## config.mk

```make
export PLATFORM = sky130hd
export DESIGN_NAME = adc_axis_drive
export DESIGN_NICKNAME = d
export VERILOG_FILES = /design/src/adc_pkg.sv /design/src/adc_axis_drive.sv
export SDC_FILE = /design/constraint.sdc
export NUM_CORES = 1
export LEC_CHECK = 0
export BUFFER_PORTS_ARGS = -buffer_cell sky130_fd_sc_hd__buf_2
export CAP_MARGIN = 40
export CORE_ASPECT_RATIO = 1.5
export CORE_UTILIZATION = 45
export DETAILED_ROUTE_END_ITERATION = 7
export HOLD_SLACK_MARGIN = 0.02
export PLACE_DENSITY = 0.68
export SYNTH_ARGS = -nofsm -noshare
export SYNTH_HDL_FRONTEND = slang
export SYNTH_SLANG_ARGS = --single-unit
```

## constraint.sdc

```tcl
create_clock -name clk -period 5.51 [get_ports clk]
set_input_delay 0.8265 -clock clk [delete_from_list [all_inputs] [get_ports clk]]
set_output_delay 0.8265 -clock clk [all_outputs]
set_load 0.005 [all_outputs]
```

## src/adc_pkg.sv

```systemverilog
// Package for the axis drive command and error status block.
// Holds command codes, error bit positions, widths and the carrier types.
package adc_pkg;

    localparam int DATA_W = 32;
    localparam int CMD_W = 16;

    // Command codes written to the command write register.
    localparam logic [15:0] CMD_RESET = 16'h00FF;
    localparam logic [15:0] CMD_ERR_CLEAR = 16'h0079;
    localparam logic [15:0] CMD_REL_DRIVE = 16'h0050;
    localparam logic [15:0] CMD_CREL_DRIVE = 16'h0051;
    localparam logic [15:0] CMD_ABS_DRIVE = 16'h0054;
    localparam logic [15:0] CMD_STOP = 16'h0027;
    localparam logic [15:0] CMD_LIMIT_CFG = 16'h0020;

    // Error status bit positions.
    localparam int ERR_LIM_POS = 0;
    localparam int ERR_LIM_NEG = 1;
    localparam int ERR_ALARM = 2;
    localparam int ERR_ESTOP = 3;
    localparam int ERR_W = 4;

    // Limit enable field positions in the limit configuration data word.
    localparam int LIMCFG_POS_EN = 0;
    localparam int LIMCFG_NEG_EN = 1;
    localparam logic [1:0] LIMCFG_RESET = 2'h3;

    // Speed is a plain pulse rate; the phase accumulator is this wide.
    localparam int ACC_W = 32;

    typedef struct packed {
        logic valid;
        logic [15:0] code;
        logic [31:0] data;
    } adc_cmd_t;

    typedef struct packed {
        logic pos_limit;
        logic neg_limit;
        logic alarm;
        logic estop;
    } adc_fault_t;

endpackage

```

## src/adc_axis_drive.sv

```systemverilog
// Single axis pulse drive: command decode, fixed pulse drives and error status.
// Assumes commands arrive as one-cycle valid strikes synchronous to clk.
// Functional notes
// [RULE_01] The host holds external_reset_low low for more than 8 clock cycles with the clock running.
// [RULE_02] Writing 00FF to the command register resets the block as a hardware reset would.
// [RULE_03] Speed values are taken as real pulse rates with no range multiplier.
// [RULE_04] Relative drive outputs a positive count in plus, a negative count in minus.
// [RULE_05] Counter relative drive outputs a positive count in the minus direction.
// [RULE_06] Absolute drive runs until the logical position equals the given target.
// [RULE_07] An error source active during a drive sets its bit, which stays set afterward.
// [RULE_08] An error source already active when a drive starts sets its bit too.
// [RULE_09] An error source that turns on while idle is not recorded.
// [RULE_10] Command 79 or the start of the next drive clears all error bits.
// [RULE_11] After an interpolation error the host confirms stop before issuing 79.
// [RULE_12] Software may enable or disable each hardware limit input.
// [RULE_13] Every command write is decoded and executed on this axis; the code ignores drive commands and 79 written while a drive runs.
`timescale 1ns/1ps
module adc_axis_drive
    import adc_pkg::*;
#(
    parameter int CLK_HZ = 200_000_000
) (
    // Clock and reset
    input wire logic clk,
    input wire logic external_reset_low,
    // Command write register
    input wire adc_pkg::adc_cmd_t cmd,
    input wire logic [31:0] speed_pps,
    // Fault inputs, active high
    input wire adc_pkg::adc_fault_t fault,
    // Motor pulse outputs
    output logic pulse_out,
    output logic dir_minus,
    output logic driving,
    // Status
    output logic [3:0] error_status_register,
    output logic [31:0] logical_position,
    output logic [1:0] limit_enable
);
    import adc_pkg::*;

    typedef enum logic [0:0] {ADC_IDLE, ADC_RUN} adc_state_t;

    adc_state_t state_ff;
    logic [ACC_W-1:0] acc_ff;
    logic [31:0] remain_ff;
    logic [31:0] pos_ff;
    logic dir_ff;
    logic pulse_ff;
    logic [ERR_W-1:0] err_ff;
    logic [1:0] limen_ff;
    logic soft_rst;
    logic start;
    logic start_dir;
    logic [31:0] start_cnt;
    logic [ERR_W-1:0] src;
    logic [ACC_W:0] acc_sum;
    logic tick;
    logic stop_cmd;
    logic fault_stop;

    function automatic logic [31:0] mag(input logic [31:0] v);
        return v[31] ? 32'(-v) : v;
    endfunction

    // [RULE_02] command reset code
    assign soft_rst = cmd.valid && cmd.code == CMD_RESET;
    assign stop_cmd = cmd.valid && cmd.code == CMD_STOP;

    // [RULE_13] drive command decode
    always_comb begin
        start = 1'b0;
        start_dir = 1'b0;
        start_cnt = 32'h0000_0000;
        if (cmd.valid) begin
            unique case (cmd.code)
                // [RULE_04] signed relative count
                CMD_REL_DRIVE: begin
                    start = 1'b1;
                    start_dir = cmd.data[31];
                    start_cnt = mag(cmd.data);
                end
                // [RULE_05] inverted direction
                CMD_CREL_DRIVE: begin
                    start = 1'b1;
                    start_dir = 1'b1;
                    start_cnt = cmd.data;
                end
                // [RULE_06] target minus position
                CMD_ABS_DRIVE: begin
                    start = 1'b1;
                    start_dir = $signed(cmd.data) < $signed(pos_ff);
                    start_cnt = mag(32'(cmd.data - pos_ff));
                end
                default: begin
                end
            endcase
        end
    end

    // [RULE_12] limits gated by enables
    assign src = {fault.estop, fault.alarm,
                  fault.neg_limit & limen_ff[LIMCFG_NEG_EN],
                  fault.pos_limit & limen_ff[LIMCFG_POS_EN]};
    assign fault_stop = |src;

    // [RULE_03] rate used as pulses per second directly
    assign acc_sum = {1'b0, acc_ff} + (ACC_W+1)'(speed_pps);
    assign tick = acc_sum >= (ACC_W+1)'(CLK_HZ);

    always_ff @(posedge clk) begin
        if (!external_reset_low || soft_rst) begin
            limen_ff <= LIMCFG_RESET;
        end else if (cmd.valid && cmd.code == CMD_LIMIT_CFG) begin
            limen_ff <= cmd.data[1:0];
        end
    end

    always_ff @(posedge clk) begin
        if (!external_reset_low || soft_rst) begin
            state_ff <= ADC_IDLE;
            remain_ff <= 32'h0000_0000;
            dir_ff <= 1'b0;
            acc_ff <= '0;
            pulse_ff <= 1'b0;
            pos_ff <= 32'h0000_0000;
        end else begin
            pulse_ff <= 1'b0;
            unique case (state_ff)
                ADC_IDLE: begin
                    acc_ff <= '0;
                    if (start && start_cnt != 32'h0000_0000) begin
                        state_ff <= ADC_RUN;
                        remain_ff <= start_cnt;
                        dir_ff <= start_dir;
                    end
                end
                ADC_RUN: begin
                    if (stop_cmd || fault_stop) begin
                        state_ff <= ADC_IDLE;
                    end else if (tick) begin
                        acc_ff <= ACC_W'(acc_sum - (ACC_W+1)'(CLK_HZ));
                        pulse_ff <= 1'b1;
                        pos_ff <= dir_ff ? pos_ff - 32'h1 : pos_ff + 32'h1;
                        remain_ff <= remain_ff - 32'h1;
                        if (remain_ff == 32'h1) begin
                            state_ff <= ADC_IDLE;
                        end
                    end else begin
                        acc_ff <= acc_sum[ACC_W-1:0];
                    end
                end
            endcase
        end
    end

    // [RULE_07] sticky during drive
    always_ff @(posedge clk) begin
        if (!external_reset_low || soft_rst) begin
            err_ff <= '0;
        end else if (start && state_ff == ADC_IDLE) begin
            // [RULE_08] source active at start is recorded
            err_ff <= src;
        end else if (state_ff == ADC_RUN) begin
            err_ff <= err_ff | src;
        end else if (cmd.valid && cmd.code == CMD_ERR_CLEAR) begin
            // [RULE_10] clear command; [RULE_09] idle sources ignored
            err_ff <= '0;
        end
    end

    assign pulse_out = pulse_ff;
    assign dir_minus = dir_ff;
    assign driving = state_ff == ADC_RUN;
    assign error_status_register = err_ff;
    assign logical_position = pos_ff;
    assign limit_enable = limen_ff;

    // Absolute drive bookkeeping, read only by the end-point check below.
    logic [31:0] abs_tgt_ff;
    logic abs_run_ff;

    always_ff @(posedge clk) begin
        if (!external_reset_low || soft_rst) begin
            abs_tgt_ff <= 32'h0000_0000;
            abs_run_ff <= 1'b0;
        end else if (start && state_ff == ADC_IDLE) begin
            abs_tgt_ff <= cmd.data;
            abs_run_ff <= cmd.code == CMD_ABS_DRIVE;
        end
    end
endmodule // adc_axis_drive

```

==> metrics <==
outcome=finished, final reports clean; share of synthesized registers carrying an async set or reset=0; max_slew headroom=0.398; die area=0.0293 mm^2; final hold slack=0.489 ns; R2R Setup Slk=0.39 ns; Core Area=0.0281 mm^2; mux contribution to synthesized area=0.0203; clock-pin transition on the worst setup and hold timing paths=0.08 ns; critical path, cell by cell=buf_2 -> inv_1 -> ha_1 -> inv_1 -> fa_1 -> a21o_1 -> a311oi_2 -> buf_4 -> nor3_1 -> or4_1 -> nand3_1 -> o2111ai_2 -> or3_1 -> buf_4 -> o41a_1 -> xnor2_2 -> o2111ai_1 -> a211oi_2 -> a31oi_2 -> buf_6 -> or3b_1 -> a21oi_1; Seq pwr share=0.368; WP data required=5.83 ns; Buf+Inv Stages, Crit Path=6; Final Cycle Share=0.955; gr ovfl total=0; chip width=140 um; total CTS buffers=9; initial antenna violation count=2; largest family of logic cells by synthesized area=compound AO/OA/AOI/OAI gates; Met2 Routed Length=22,800 um; setup violators final=0; placed inst area=0.0154 mm^2; Synth Area in Compound Gates=0.289; DR WL/cell=17.8 um; Worst EP arrival=5.58 ns; CP max stage cell=or4_1; Post-Synth Simple-Gate Area=0.277; EDFF count, synth=0; worst IR drop on VDD=0.000172 V; H-tree depth=3; effective utilization at floorplan=0.459; CP max FO=18; Die Ht=209 um; n_diodes=0; global placer's final weighted congestion=0.981; CP startpoint kind=primary input; WL final=43,400 um; met3 routed WL=1550 um; Yosys top cell area share=0.163; largest net degree at the start of global routing=55; hold buffer count at CTS=0; PortBufs=127; worst hold-check path type=reg2reg; Mean Syn Cell Area=7.12 um^2; CTS tree=yes; sequential share of the synthesized area=0.163; drt pass-1 iters=5; clk sinks=105; CTS root buf=clkbuf_16; area grow syn2layout=22.2%; dpl hpwl=35,200 um; post-CTS setup buffer count=0; top cells by area, synth=dfxtp_1, ha_1, a21oi_1; max-cap violation count=0; CP Capture Type=flip-flop; internal power=1.35 mW; Setup Skew=0.0182 ns; slowest stage delay, CP=0.49 ns; NetSw=0.717 mW; worst reg2reg path depth=20; largest area contributor in the netlist=dfxtp_1; first-pass GRT wire length=70,000 um; WP depth=22; wl on met1=16,200 um; remaining antenna violation count=0; Fmax achieved=0.190 GHz; Mapped Area=0.0129 mm^2; share of cells above drive strength 1=0.200; RSZ-0062 raised after global routing=false; Via density=6.07; Comb power frac=0.285; clock share of power=0.347; actual slew at the worst max-slew pin=0.894 ns; Top Layer Used=met5; hold depth=2; XOR/XNOR share of the synthesized area=0.0984; iteration-0 DRC count of the detailed router=755; syn nets=1,999; I/O pin count=128; cell family with most CP delay=compound AO/OA/AOI/OAI gates; CTS max path bufs=2; Synth Register Bits=105; worst-skew pair later-pin latency=0.40 ns; setup TNS=0 ns; Net Sw Frac=0.347; Main synth FF type=dfxtp_1; Yosys cell types=92; Post-CTS Resized=0; Pwr Density=131 mW/mm^2; Post-layout nets=2,275; total track usage=0.295; # rows=75; Tmin final=5.26 ns; Slew Viols, Final=0; DR vias=14.8k; vias in the first global route=14.6k; Final Hold Fails=0; Residual DRC=0; WS Path Type=in2reg; Pleak=6.67 nW; final instance area=0.0157 mm^2; Post-Synth Adder-Cell Area=0.101; fillers=2,701; Mapped Cells=1,810; Synth Warn #=0
area by class of cell:
| cell class | instances | area [um^2] | area share |
|---|---|---|---|
| Clock buffer | 9 | 225 | 0.0143 |
| Clock inverter | 7 | 83.8 | 0.00532 |
| Inverter | 79 | 297 | 0.0188 |
| Multi-Input combinational cell | 1536 | 10200 | 0.648 |
| Sequential cell | 105 | 2100 | 0.133 |
| Tap cell | 346 | 433 | 0.0275 |
| Timing Repair Buffer | 355 | 2400 | 0.152 |
power groups by stage:
stage                     Sequential (mW)  Combinational [mW]  Clock (mW)
final                               0.758               0.588       0.716
after global routing                0.758               0.640       0.759
after CTS                           0.758               0.578       0.738
after detailed placement            0.776               0.574           0
after global placement              0.776               0.566           0
after floorplan                     0.776               0.345           0
kinds of logic after synthesis:
logic type      count (synthesis)
flops                         105
fa+ha+maj                     102
simple gates                  715
mux                            26
compound gates                549
xor+xnor                      144
buf+inv                       169
flip-flops by register name, indices dropped and copies added (netlist names):
name,count
logical_position,32
pulse_out,1
remain_ff,32
driving,1
dir_minus,1
acc_ff,32
limit_enable,2
error_status_register,4
worst min-delay path: stages, from the launching register on:
cell and delay, ns:
dfxtp_1 0.32, nand2_1 0.06, o32ai_1 0.07
final timing paths:
check / end / start
setup / recovery: remain_ff[17] / cmd[0]
hold / removal: remain_ff[30] / remain_ff[30]
setup reg to reg: remain_ff[17] / logical_position[0]
hold reg to reg: remain_ff[30] / remain_ff[30]
per-layer routing:
metal	GRT usage	up-vias
li1	-	7298
met3	0.0308	177
met4	0.212	4
met1	0.295	6854
met2	0.563	454
met5	0	-
Yosys cell counts, types with 51 or more instances:
cell type and number:
nor2_1 180, nand2_1 161, a21oi_1 144, dfxtp_1 105
ha_1 99, o21ai_0 91, nor3_1 90, xnor2_1 80
inv_1 79, clkbuf_1 68, xor2_1 63, a211oi_1 52
nand3_1 51
cell usage in the layout, fill, tap and decap left out, types with 11 or more instances in the layout:
| master | instances |
|---|---|
| a211oi_1 | 52 |
| a21o_1 | 34 |
| a21oi_1 | 144 |
| a31oi_1 | 21 |
| and2_1 | 13 |
| and3_1 | 24 |
| buf_2 | 127 |
| buf_4 | 222 |
| dfxtp_1 | 105 |
| ha_1 | 99 |
| inv_1 | 79 |
| mux2i_1 | 25 |
| nand2_1 | 161 |
| nand2b_1 | 25 |
| nand3_1 | 51 |
| nand3b_1 | 13 |
| nand4_1 | 26 |
| nor2_1 | 179 |
| nor2b_1 | 18 |
| nor3_1 | 85 |
| nor4_1 | 31 |
| o21a_1 | 20 |
| o21ai_0 | 89 |
| o22ai_1 | 15 |
| o31ai_1 | 14 |
| or2_2 | 11 |
| or3_1 | 21 |
| or4_1 | 15 |
| xnor2_1 | 80 |
| xor2_1 | 63 |
through the flow:
| step | cells | worst slack [ns] | util | power [mW] |
|---|---|---|---|---|
| floorplan | 1810 | 0.138 | - | 1.12 |
| global placement | 2419 | -0.189 | 0.548 | 1.34 |
| detailed placement | 2421 | -0.300 | 0.548 | 1.35 |
| CTS | 2437 | 0.0751 | 0.559 | 2.07 |
| global route | 2437 | 0.0101 | 0.561 | 2.16 |
| finish | 2437 | 0.249 | 0.561 | 2.06 |
Power figures use the tool's default switching activity.
